## src/rtl/phy_basic_params.svh

```systemverilog
// Constants for the basic control and status register bank
`ifndef PHY_BASIC_PARAMS_SVH
`define PHY_BASIC_PARAMS_SVH

// ==========================================================
// Register indices
`define IDX_CONTROL 5'h00
`define IDX_STATUS 5'h01

// ==========================================================
// Control field positions
`define CTL_SOFT_RESET 15
`define CTL_LOOPBACK 14
`define CTL_SPEED 13
`define CTL_AUTONEG 12
`define CTL_POWER_DOWN 11
`define CTL_AN_RESTART 9
`define CTL_DUPLEX 8
`define CTL_COL_TEST 7

// ==========================================================
// Status layout
`define STATUS_FIXED 16'h7809
`define STS_LINK 2
`define STS_AN_DONE 5

// ==========================================================
// Serial management framing
`define MDIO_PREAMBLE_BITS 6'h20
`define MDIO_OP_READ 2'h2
`define MDIO_OP_WRITE 2'h1
`define MDIO_ADDR_LAST 5'h04
`define MDIO_TA_LAST 5'h01
`define MDIO_DATA_LAST 5'h0F

`endif

```

## src/rtl/phy_basic_pkg.sv

```systemverilog
// Types shared by the basic control and status register bank
package phy_basic_pkg;

  // ==========================================================
  // Stored control fields
  typedef struct packed {
    logic loopback;
    logic speed_100;
    logic autoneg;
    logic power_down;
    logic full_duplex;
    logic col_test;
  } ctrl_t;

  // ==========================================================
  // Configuration straps caught after reset
  typedef struct packed {
    logic autoneg;
    logic speed;
    logic duplex;
    logic fiber;
  } straps_t;

  // ==========================================================
  // Serial management frame phases
  typedef enum logic [2:0] {
    M_PRE,
    M_ST,
    M_OP,
    M_PHY,
    M_REG,
    M_TA,
    M_DATA
  } mdio_state_t;

endpackage : phy_basic_pkg

```

## src/rtl/phy_basic_control_status_regs.sv

```systemverilog
// Basic control and status registers with serial and host access
`timescale 1ns/1ps
`include "phy_basic_params.svh"

module phy_basic_control_status_regs
  import phy_basic_pkg::*;
(
  // Clock and reset
  input wire logic mclk_i,
  input wire logic rst_b_i,
  // Straps and live configuration
  input wire logic autoneg_strap_i,
  input wire logic speed_strap_i,
  input wire logic duplex_strap_i,
  input wire logic [4:0] phy_addr_i,
  input wire logic fiber_mode_i,
  // Serial management pins
  input wire logic mdc_i,
  input wire logic mdio_i,
  output logic mdio_o,
  output logic mdio_oe_o,
  // Host indirect access
  input wire logic host_req_i,
  input wire logic host_we_i,
  input wire logic [4:0] host_index_i,
  input wire logic [15:0] host_wdata_i,
  output logic host_ack_o,
  output logic [15:0] host_rdata_o,
  // PHY core status
  input wire logic link_up_i,
  input wire logic an_done_i,
  input wire logic an_speed_100_i,
  input wire logic an_full_duplex_i,
  input wire logic tx_en_i,
  // PHY core controls
  output logic soft_reset_o,
  output logic an_restart_o,
  output logic speed_100_o,
  output logic full_duplex_o,
  output logic autoneg_en_o,
  output logic power_down_o,
  output logic line_tx_en_o,
  output logic loop_rx_en_o,
  output logic collision_o
);

  // ==========================================================
  // Decoding helpers
  function automatic ctrl_t ctrl_default(input straps_t s);
    ctrl_t c;
    c = '0;
    c.speed_100 = s.fiber ? 1'b1 : (s.autoneg | s.speed);
    c.autoneg = s.fiber ? 1'b0 : s.autoneg;
    c.full_duplex = s.fiber ? s.duplex : (~s.autoneg & s.duplex);
    return c;
  endfunction : ctrl_default

  function automatic logic [15:0] ctrl_word(input ctrl_t c);
    logic [15:0] w;
    w = 16'h0000;
    w[`CTL_LOOPBACK] = c.loopback;
    w[`CTL_SPEED] = c.speed_100;
    w[`CTL_AUTONEG] = c.autoneg;
    w[`CTL_POWER_DOWN] = c.power_down;
    w[`CTL_DUPLEX] = c.full_duplex;
    w[`CTL_COL_TEST] = c.col_test;
    return w;
  endfunction : ctrl_word

  // ==========================================================
  // Declarations
  straps_t straps_q;
  logic straps_taken_q;
  ctrl_t ctrl_q;
  logic link_ok_q;
  logic [2:0] mdc_sync_q;
  logic [2:0] mdio_sync_q;
  logic mdc_lvl_q;
  logic mdio_lvl_q;
  mdio_state_t mstate_q;
  logic [5:0] pre_cnt_q;
  logic [4:0] bit_cnt_q;
  logic [1:0] op_q;
  logic [4:0] phy_q;
  logic [4:0] reg_q;
  logic [15:0] shift_q;
  logic mdc_rise;
  logic mdio_bit;
  logic addr_hit;
  logic mdio_rd_fire;
  logic mdio_wr_fire;
  logic host_take;
  logic wr_fire;
  logic rd_fire;
  logic [4:0] acc_index;
  logic [15:0] acc_wdata;
  logic [15:0] rd_word;
  logic status_read;

  // ==========================================================
  // Strap capture one cycle after reset release
  always_ff @(posedge mclk_i or negedge rst_b_i)
  begin
    if (!rst_b_i)
    begin
      straps_q <= '0;
      straps_taken_q <= 1'b0;
    end
    else if (!straps_taken_q)
    begin
      straps_q <= '{autoneg: autoneg_strap_i, speed: speed_strap_i, duplex: duplex_strap_i, fiber: fiber_mode_i};
      straps_taken_q <= 1'b1;
    end
  end

  // ==========================================================
  // Pin synchronisers; a level counts once stages two and three agree
  always_ff @(posedge mclk_i or negedge rst_b_i)
  begin
    if (!rst_b_i)
    begin
      mdc_sync_q <= 3'h0;
      mdio_sync_q <= 3'h7;
      mdc_lvl_q <= 1'b0;
      mdio_lvl_q <= 1'b1;
    end
    else
    begin
      mdc_sync_q <= {mdc_sync_q[1:0], mdc_i};
      mdio_sync_q <= {mdio_sync_q[1:0], mdio_i};
      if (mdc_sync_q[1] == mdc_sync_q[2])
        mdc_lvl_q <= mdc_sync_q[2];
      if (mdio_sync_q[1] == mdio_sync_q[2])
        mdio_lvl_q <= mdio_sync_q[2];
    end
  end

  // Both filtered levels lag the same, so data is sampled at its own edge
  assign mdc_rise = ~mdc_lvl_q & (mdc_sync_q[1] == mdc_sync_q[2]) & mdc_sync_q[2];
  assign mdio_bit = (mdio_sync_q[1] == mdio_sync_q[2]) ? mdio_sync_q[2] : mdio_lvl_q;
  assign addr_hit = (phy_q == phy_addr_i);

  // ==========================================================
  // Frame decode: read captures at address end, write commits on last bit
  assign mdio_rd_fire = mdc_rise & (mstate_q == M_REG) & (bit_cnt_q == `MDIO_ADDR_LAST)
                        & (op_q == `MDIO_OP_READ) & addr_hit;
  assign mdio_wr_fire = mdc_rise & (mstate_q == M_DATA) & (bit_cnt_q == `MDIO_DATA_LAST)
                        & (op_q == `MDIO_OP_WRITE) & addr_hit;

  // Host waits a cycle when the serial path is using the port
  assign host_take = host_req_i & ~host_ack_o & ~mdio_rd_fire & ~mdio_wr_fire;
  assign wr_fire = mdio_wr_fire | (host_take & host_we_i);
  assign rd_fire = mdio_rd_fire | (host_take & ~host_we_i);
  assign acc_index = mdio_rd_fire ? {reg_q[3:0], mdio_bit} : (mdio_wr_fire ? reg_q : host_index_i);
  assign acc_wdata = mdio_wr_fire ? {shift_q[14:0], mdio_bit} : host_wdata_i;
  assign status_read = rd_fire & (acc_index == `IDX_STATUS);

  // Read multiplexer; indices outside this bank read zero
  always_comb
  begin
    rd_word = 16'h0000;
    if (acc_index == `IDX_CONTROL)
      rd_word = ctrl_word(ctrl_q);
    else if (acc_index == `IDX_STATUS)
    begin
      rd_word = `STATUS_FIXED;
      rd_word[`STS_LINK] = link_ok_q & link_up_i;
      rd_word[`STS_AN_DONE] = an_done_i;
    end
  end

  // ==========================================================
  // Serial management state machine
  always_ff @(posedge mclk_i or negedge rst_b_i)
  begin
    if (!rst_b_i)
    begin
      mstate_q <= M_PRE;
      pre_cnt_q <= 6'h00;
      bit_cnt_q <= 5'h00;
      op_q <= 2'h0;
      phy_q <= 5'h00;
      reg_q <= 5'h00;
      shift_q <= 16'h0000;
      mdio_o <= 1'b1;
      mdio_oe_o <= 1'b0;
    end
    else if (mdc_rise)
    begin
      bit_cnt_q <= bit_cnt_q + 5'h01;
      unique case (mstate_q)
        M_PRE:
        begin
          bit_cnt_q <= 5'h00;
          if (mdio_bit)
            pre_cnt_q <= (pre_cnt_q == `MDIO_PREAMBLE_BITS) ? pre_cnt_q : pre_cnt_q + 6'h01;
          else
          begin
            pre_cnt_q <= 6'h00;
            if (pre_cnt_q == `MDIO_PREAMBLE_BITS)
              mstate_q <= M_ST;
          end
        end
        M_ST:
        begin
          bit_cnt_q <= 5'h00;
          mstate_q <= mdio_bit ? M_OP : M_PRE;
        end
        M_OP:
        begin
          op_q <= {op_q[0], mdio_bit};
          if (bit_cnt_q == 5'h01)
          begin
            bit_cnt_q <= 5'h00;
            mstate_q <= M_PHY;
          end
        end
        M_PHY:
        begin
          phy_q <= {phy_q[3:0], mdio_bit};
          if (bit_cnt_q == `MDIO_ADDR_LAST)
          begin
            bit_cnt_q <= 5'h00;
            mstate_q <= M_REG;
          end
        end
        M_REG:
        begin
          reg_q <= {reg_q[3:0], mdio_bit};
          if (bit_cnt_q == `MDIO_ADDR_LAST)
          begin
            bit_cnt_q <= 5'h00;
            mstate_q <= M_TA;
            shift_q <= rd_word;
          end
        end
        M_TA:
        begin
          // Second turnaround bit is driven low on a read for us
          if (op_q == `MDIO_OP_READ && addr_hit)
          begin
            mdio_oe_o <= 1'b1;
            mdio_o <= (bit_cnt_q == 5'h00) ? 1'b0 : shift_q[15];
            if (bit_cnt_q != 5'h00)
              shift_q <= {shift_q[14:0], 1'b0};
          end
          if (bit_cnt_q == `MDIO_TA_LAST)
          begin
            bit_cnt_q <= 5'h00;
            mstate_q <= M_DATA;
          end
        end
        M_DATA:
        begin
          if (op_q == `MDIO_OP_READ && addr_hit)
          begin
            mdio_o <= shift_q[15];
            shift_q <= {shift_q[14:0], 1'b0};
            mdio_oe_o <= (bit_cnt_q != `MDIO_DATA_LAST);
          end
          else
            shift_q <= {shift_q[14:0], mdio_bit};
          if (bit_cnt_q == `MDIO_DATA_LAST)
          begin
            mstate_q <= M_PRE;
            pre_cnt_q <= 6'h00;
          end
        end
      endcase
    end
  end

  // ==========================================================
  // Host answer, one cycle after the request is taken
  always_ff @(posedge mclk_i or negedge rst_b_i)
  begin
    if (!rst_b_i)
    begin
      host_ack_o <= 1'b0;
      host_rdata_o <= 16'h0000;
    end
    else
    begin
      host_ack_o <= host_take;
      if (host_take && !host_we_i)
        host_rdata_o <= rd_word;
    end
  end

  // ==========================================================
  // Control register; status index and reserved bits drop writes
  always_ff @(posedge mclk_i or negedge rst_b_i)
  begin
    if (!rst_b_i)
      ctrl_q <= '0;
    else
    begin
      if (!straps_taken_q)
        ctrl_q <= ctrl_default('{autoneg: autoneg_strap_i, speed: speed_strap_i,
                                 duplex: duplex_strap_i, fiber: fiber_mode_i});
      else if (wr_fire && acc_index == `IDX_CONTROL)
      begin
        if (acc_wdata[`CTL_SOFT_RESET])
        begin
          // Reload defaults, but live fiber mode still holds autoneg off
          ctrl_q <= ctrl_default(straps_q);
          if (fiber_mode_i)
            ctrl_q.autoneg <= 1'b0;
        end
        else
        begin
          ctrl_q.loopback <= acc_wdata[`CTL_LOOPBACK];
          ctrl_q.speed_100 <= acc_wdata[`CTL_SPEED];
          ctrl_q.autoneg <= acc_wdata[`CTL_AUTONEG] & ~fiber_mode_i;
          ctrl_q.power_down <= acc_wdata[`CTL_POWER_DOWN];
          ctrl_q.full_duplex <= acc_wdata[`CTL_DUPLEX];
          ctrl_q.col_test <= acc_wdata[`CTL_COL_TEST];
        end
      end
      else if (fiber_mode_i)
        ctrl_q.autoneg <= 1'b0;
    end
  end

  // ==========================================================
  // Latched-low link; a drop in the read cycle still wins
  always_ff @(posedge mclk_i or negedge rst_b_i)
  begin
    if (!rst_b_i)
      link_ok_q <= 1'b0;
    else if (!link_up_i)
      link_ok_q <= 1'b0;
    else if (status_read)
      link_ok_q <= 1'b1;
  end

  // ==========================================================
  // Registered controls toward the PHY core
  always_ff @(posedge mclk_i or negedge rst_b_i)
  begin
    if (!rst_b_i)
    begin
      soft_reset_o <= 1'b0;
      an_restart_o <= 1'b0;
      speed_100_o <= 1'b0;
      full_duplex_o <= 1'b0;
      autoneg_en_o <= 1'b0;
      power_down_o <= 1'b0;
      line_tx_en_o <= 1'b0;
      loop_rx_en_o <= 1'b0;
      collision_o <= 1'b0;
    end
    else
    begin
      // Self-clearing bits exist only as one-cycle pulses
      soft_reset_o <= wr_fire & (acc_index == `IDX_CONTROL) & acc_wdata[`CTL_SOFT_RESET];
      an_restart_o <= wr_fire & (acc_index == `IDX_CONTROL) & acc_wdata[`CTL_AN_RESTART]
                      & ~acc_wdata[`CTL_SOFT_RESET];
      speed_100_o <= ctrl_q.autoneg ? an_speed_100_i : ctrl_q.speed_100;
      full_duplex_o <= ctrl_q.autoneg ? an_full_duplex_i : ctrl_q.full_duplex;
      autoneg_en_o <= ctrl_q.autoneg;
      power_down_o <= ctrl_q.power_down;
      line_tx_en_o <= tx_en_i & ~ctrl_q.loopback;
      loop_rx_en_o <= tx_en_i & ctrl_q.loopback;
      collision_o <= tx_en_i & ctrl_q.col_test;
    end
  end

endmodule : phy_basic_control_status_regs

```

## config.mk

```make
export PLATFORM = sky130hd
export DESIGN_NAME = phy_basic_control_status_regs
export DESIGN_NICKNAME = d
export VERILOG_FILES = /design/src/rtl/phy_basic_pkg.sv /design/src/rtl/phy_basic_control_status_regs.sv
export VERILOG_INCLUDE_DIRS = /design/src /design/src/rtl
export SDC_FILE = /design/constraint.sdc
export NUM_CORES = 1
export LEC_CHECK = 0
export BUFFER_PORTS_ARGS = -buffer_cell sky130_fd_sc_hd__buf_2
export CORE_UTILIZATION = 45
export DETAILED_ROUTE_END_ITERATION = 6
export GPL_TIMING_DRIVEN = 1
export PLACE_DENSITY = 0.66
export SYNTH_ARGS = -nofsm -noshare
export SYNTH_HDL_FRONTEND = slang
export SYNTH_SLANG_ARGS = --single-unit
```

## constraint.sdc

```tcl
create_clock -name mclk_i -period 2.45 [get_ports mclk_i]
set_input_delay 0.1225 -clock mclk_i [delete_from_list [all_inputs] [get_ports mclk_i]]
set_output_delay 0.1225 -clock mclk_i [all_outputs]
set_load 0.02 [all_outputs]
```

==> impl_metrics.py <==
metrics = {
    "placement": {
        "dp.cells": 612,
        "pre_cts_slack_ps": -55.00,
        "place_area_mm2": 0.004781,
        "place_congestion": 0.8295,
        "dp_hpwl_um": 6870,
        "port_buffers": 54,
    },
    "worst_setup_path": {
        "critPathMaxFanout": 7,
        "cp-start-kind": "flop",
        "path_delay_family": "simple AND/OR/NAND/NOR gates",
        "crit_chain": "ha_2, and3_4, ha_4, nand4b_1, or3_4, nor3_4, buf_12, mux2_4, a21o_1, o311a_1",
        "arrival_ps": 2710,
        "slowest_delay_ps": 370,
        "critPathSlowestCell": "or3_4",
        "criticalPathCategory": "reg2reg",
        "crit_path_end_kind": "flop",
        "cp_num_buf_inv": 1,
        "cp.required_ps": 2690,
    },
    "timing": {
        "finalCritPeriodShare_pct": 100.8,
        "finalHoldViolations": 0,
        "finalSetupViolations": 3,
        "clock_skew_ps": 11.15,
        "grt_setup_unrepaired": "yes",
        "finalSetupTns_ps": -36.51,
        "slew_headroom_pct": 30.69,
        "drv_slew": 0,
        "worst-slew-pin-transition_ps": 1040,
        "fmax_mhz": 405.0,
        "worst_slack_ps": -18.92,
        "min_period_ps": 2469,
    },
    "floorplanning": {
        "num_rows": 35,
        "num_io_pins": 69,
        "die_area_mm2": 0.009897,
        "core-area_mm2": 0.009240,
        "die_h_um": 99.49,
        "die_w_um": 99.49,
        "initial_core_util_pct": 46.28,
    },
    "clock_tree": {
        "cts_tree": "yes",
        "clk_latency_ps": 350,
        "cts_buffer_depth": 2,
        "clk_pin_slew_ps": 80,
        "htreeDepth": 3,
        "clkSinkCount": 83,
        "root_buffer": "clkbuf_8",
        "numCtsBuffers": 9,
    },
    "route": {
        "drt-wirelength-per-cell_um": 15.20,
        "totalWireLength_um": 9832,
        "drt_first_pass_iters": 4,
        "drc_errors": 0,
        "initialDrtViolationCount": 144,
        "viasPerCell": 5.340,
        "ant_nets": 0,
        "vias": 3455,
    },
    "layout": {
        "final_common_cell": "dfrtp_1",
        "multi_input_area_mm2": 0.002117,
        "regArea_mm2": 0.002083,
        "final_util_pct": 57.29,
        "fillers": 817,
        "syn_to_final_growth_pct": 23.79,
        "final_cell_area_mm2": 0.005294,
        "layout_common_cells": "dfrtp_1 (78), nand2_1 (60), buf_2 (53)",
        "nets": 560,
        "antennaDiodeCount": 0,
        "final_cells": 647,
        "drive_gt1_share_pct": 32.05,
    },
    "synthesis": {
        "yosysSeqAreaShare_pct": 48.71,
        "ys_seq_elements": 83,
        "synth.distinct_cells": 71,
        "synthesis.area_mm2": 0.004277,
        "synth.avg_cell_area_um2": 10.06,
        "synth_ff_type": "dfrtp_1",
        "synth.top_cell.area_share_pct": 45.64,
        "synthCells": 425,
        "ys_top_cells_by_area": "dfrtp_1 (46%), nand2_1 (5.3%), mux2_2 (4.2%)",
        "synth_top_area_cell": "dfrtp_1",
        "synth-edff-count": 0,
        "yosys_warnings": 0,
        "ys_async_sr_fraction_pct": 100.0,
    },
    "grt": {
        "grt.total_usage_pct": 20.92,
        "antenna_found_initial": 0,
        "grt_pass1_wl_um": 16260,
        "grt_max_degree": 84,
        "grt_overflow": 0,
        "grt_pass1_vias": 3365,
    },
    "run": {
        "cap_violations": 0,
    },
    "power": {
        "p_per_area_mw_per_mm2": 523.3,
        "power_leakage_uw": 0.002394,
        "peakVddDrop_v": 0.0003466,
    },
    "outcome": {
        "violations": "setup timing",
        "outcome": "finished with violations",
    },
    "hold_path": {
        "min_path_type": "in2reg",
    },
}
synth_stat cells, types with 4 or more instances:
cell type,n
a21o_1,4
a21oi_1,6
a31oi_1,8
and3_1,4
and3b_1,4
buf_2,8
buf_4,8
clkbuf_1,8
dfrtp_1,78
dfstp_2,5
ha_1,6
inv_1,10
mux2_2,16
mux2i_1,7
nand2_1,60
nand2b_1,9
nand3_1,20
nor2_1,24
nor2b_1,4
nor3_1,6
nor3b_1,4
nor4_1,5
o211ai_1,5
o21ai_0,32
o21ai_1,6
o31ai_1,7
xnor2_1,5
cells by family (layout without fill, tap and decap cells):
| kind of cell | after synthesis | after routing | share of synthesized area (%) |
|---|---|---|---|
| simple gates | 173 | 173 | 22.29 |
| compound gates | 92 | 92 | 14.63 |
| flops | 83 | 83 | 48.71 |
| buf+inv | 37 | 125 | 4.535 |
| mux | 24 | 24 | 6.202 |
| fa+ha+maj | 8 | 8 | 2.223 |
| xor+xnor | 6 | 6 | 1.229 |
| other cells | 2 | 7 | 0.1756 |
where the power goes:
| part | total (uW) | switching, uW | leakage (uW) | internal (uW) |
|---|---|---|---|---|
| clock network | 1070 | 487 | 0.000116 | 583 |
| logic | 252 | 150 | 0.00118 | 102 |
| registers | 1450 | 33.8 | 0.00110 | 1410 |
worst paths after layout:
check                               startpoint  depth (start not counted)  slack (ps)              to
worst max-delay path              bit_cnt_q[1]                         10         -20       ctrl_q[5]
worst min-delay path                   tx_en_i                          2           5     collision_o
worst max register to register    bit_cnt_q[1]                         10         -20       ctrl_q[5]
worst min register to register  mdio_sync_q[0]                          0         360  mdio_sync_q[1]
max in group asynchronous              rst_b_i                          2        1280         op_q[1]
min in group asynchronous              rst_b_i                          2         500    line_tx_en_o
cell type report:
cell class / instances / share of cell area [%]
clock buffer: 13 / 3.380
clock inverter: 3 / 0.8272
inverter: 10 / 0.7091
multi-input combinational: 310 / 39.99
sequential: 83 / 39.35
tap: 129 / 3.049
timing repair buffer: 99 / 12.69
registers in the layout, indices dropped and copies added, names as in the netlist, 4 cells and up:
register      flops
ctrl_q            6
reg_q             5
phy_q             5
shift_q          16
host_rdata_o      9
pre_cnt_q         6
straps_q          4
bit_cnt_q         5
through the flow:
step                      hold slack, ps  total power, uW
after floorplan                   -173.1             1610
after CTS                          1.122             2794
after global routing               7.110             2880
after detailed placement           232.6             1712
after global placement             233.4             1708
final                              5.397             2770
metal layers:
layer  part of all wire (%)  routed length [um]  up-vias  GRT usage (%)
li1                       -                   -     1688              -
met1                     45                4379     1693          26.07
met2                     51                5004       63          37.07
met3                    3.6                 353       11          4.498
met4                   0.97                  95        0          5.090
met5                      0                   0        -              0
repair_timing:
action,4_1_cts,5_1_grt
setup buffers,7,4
pin swaps,14,9
hold buffers,7,0
cloned,1,0
resized for setup,8,18
endpoints found under the setup margin,8,26
endpoints found under the hold margin,21,0
Power figures use the tool's default switching activity.
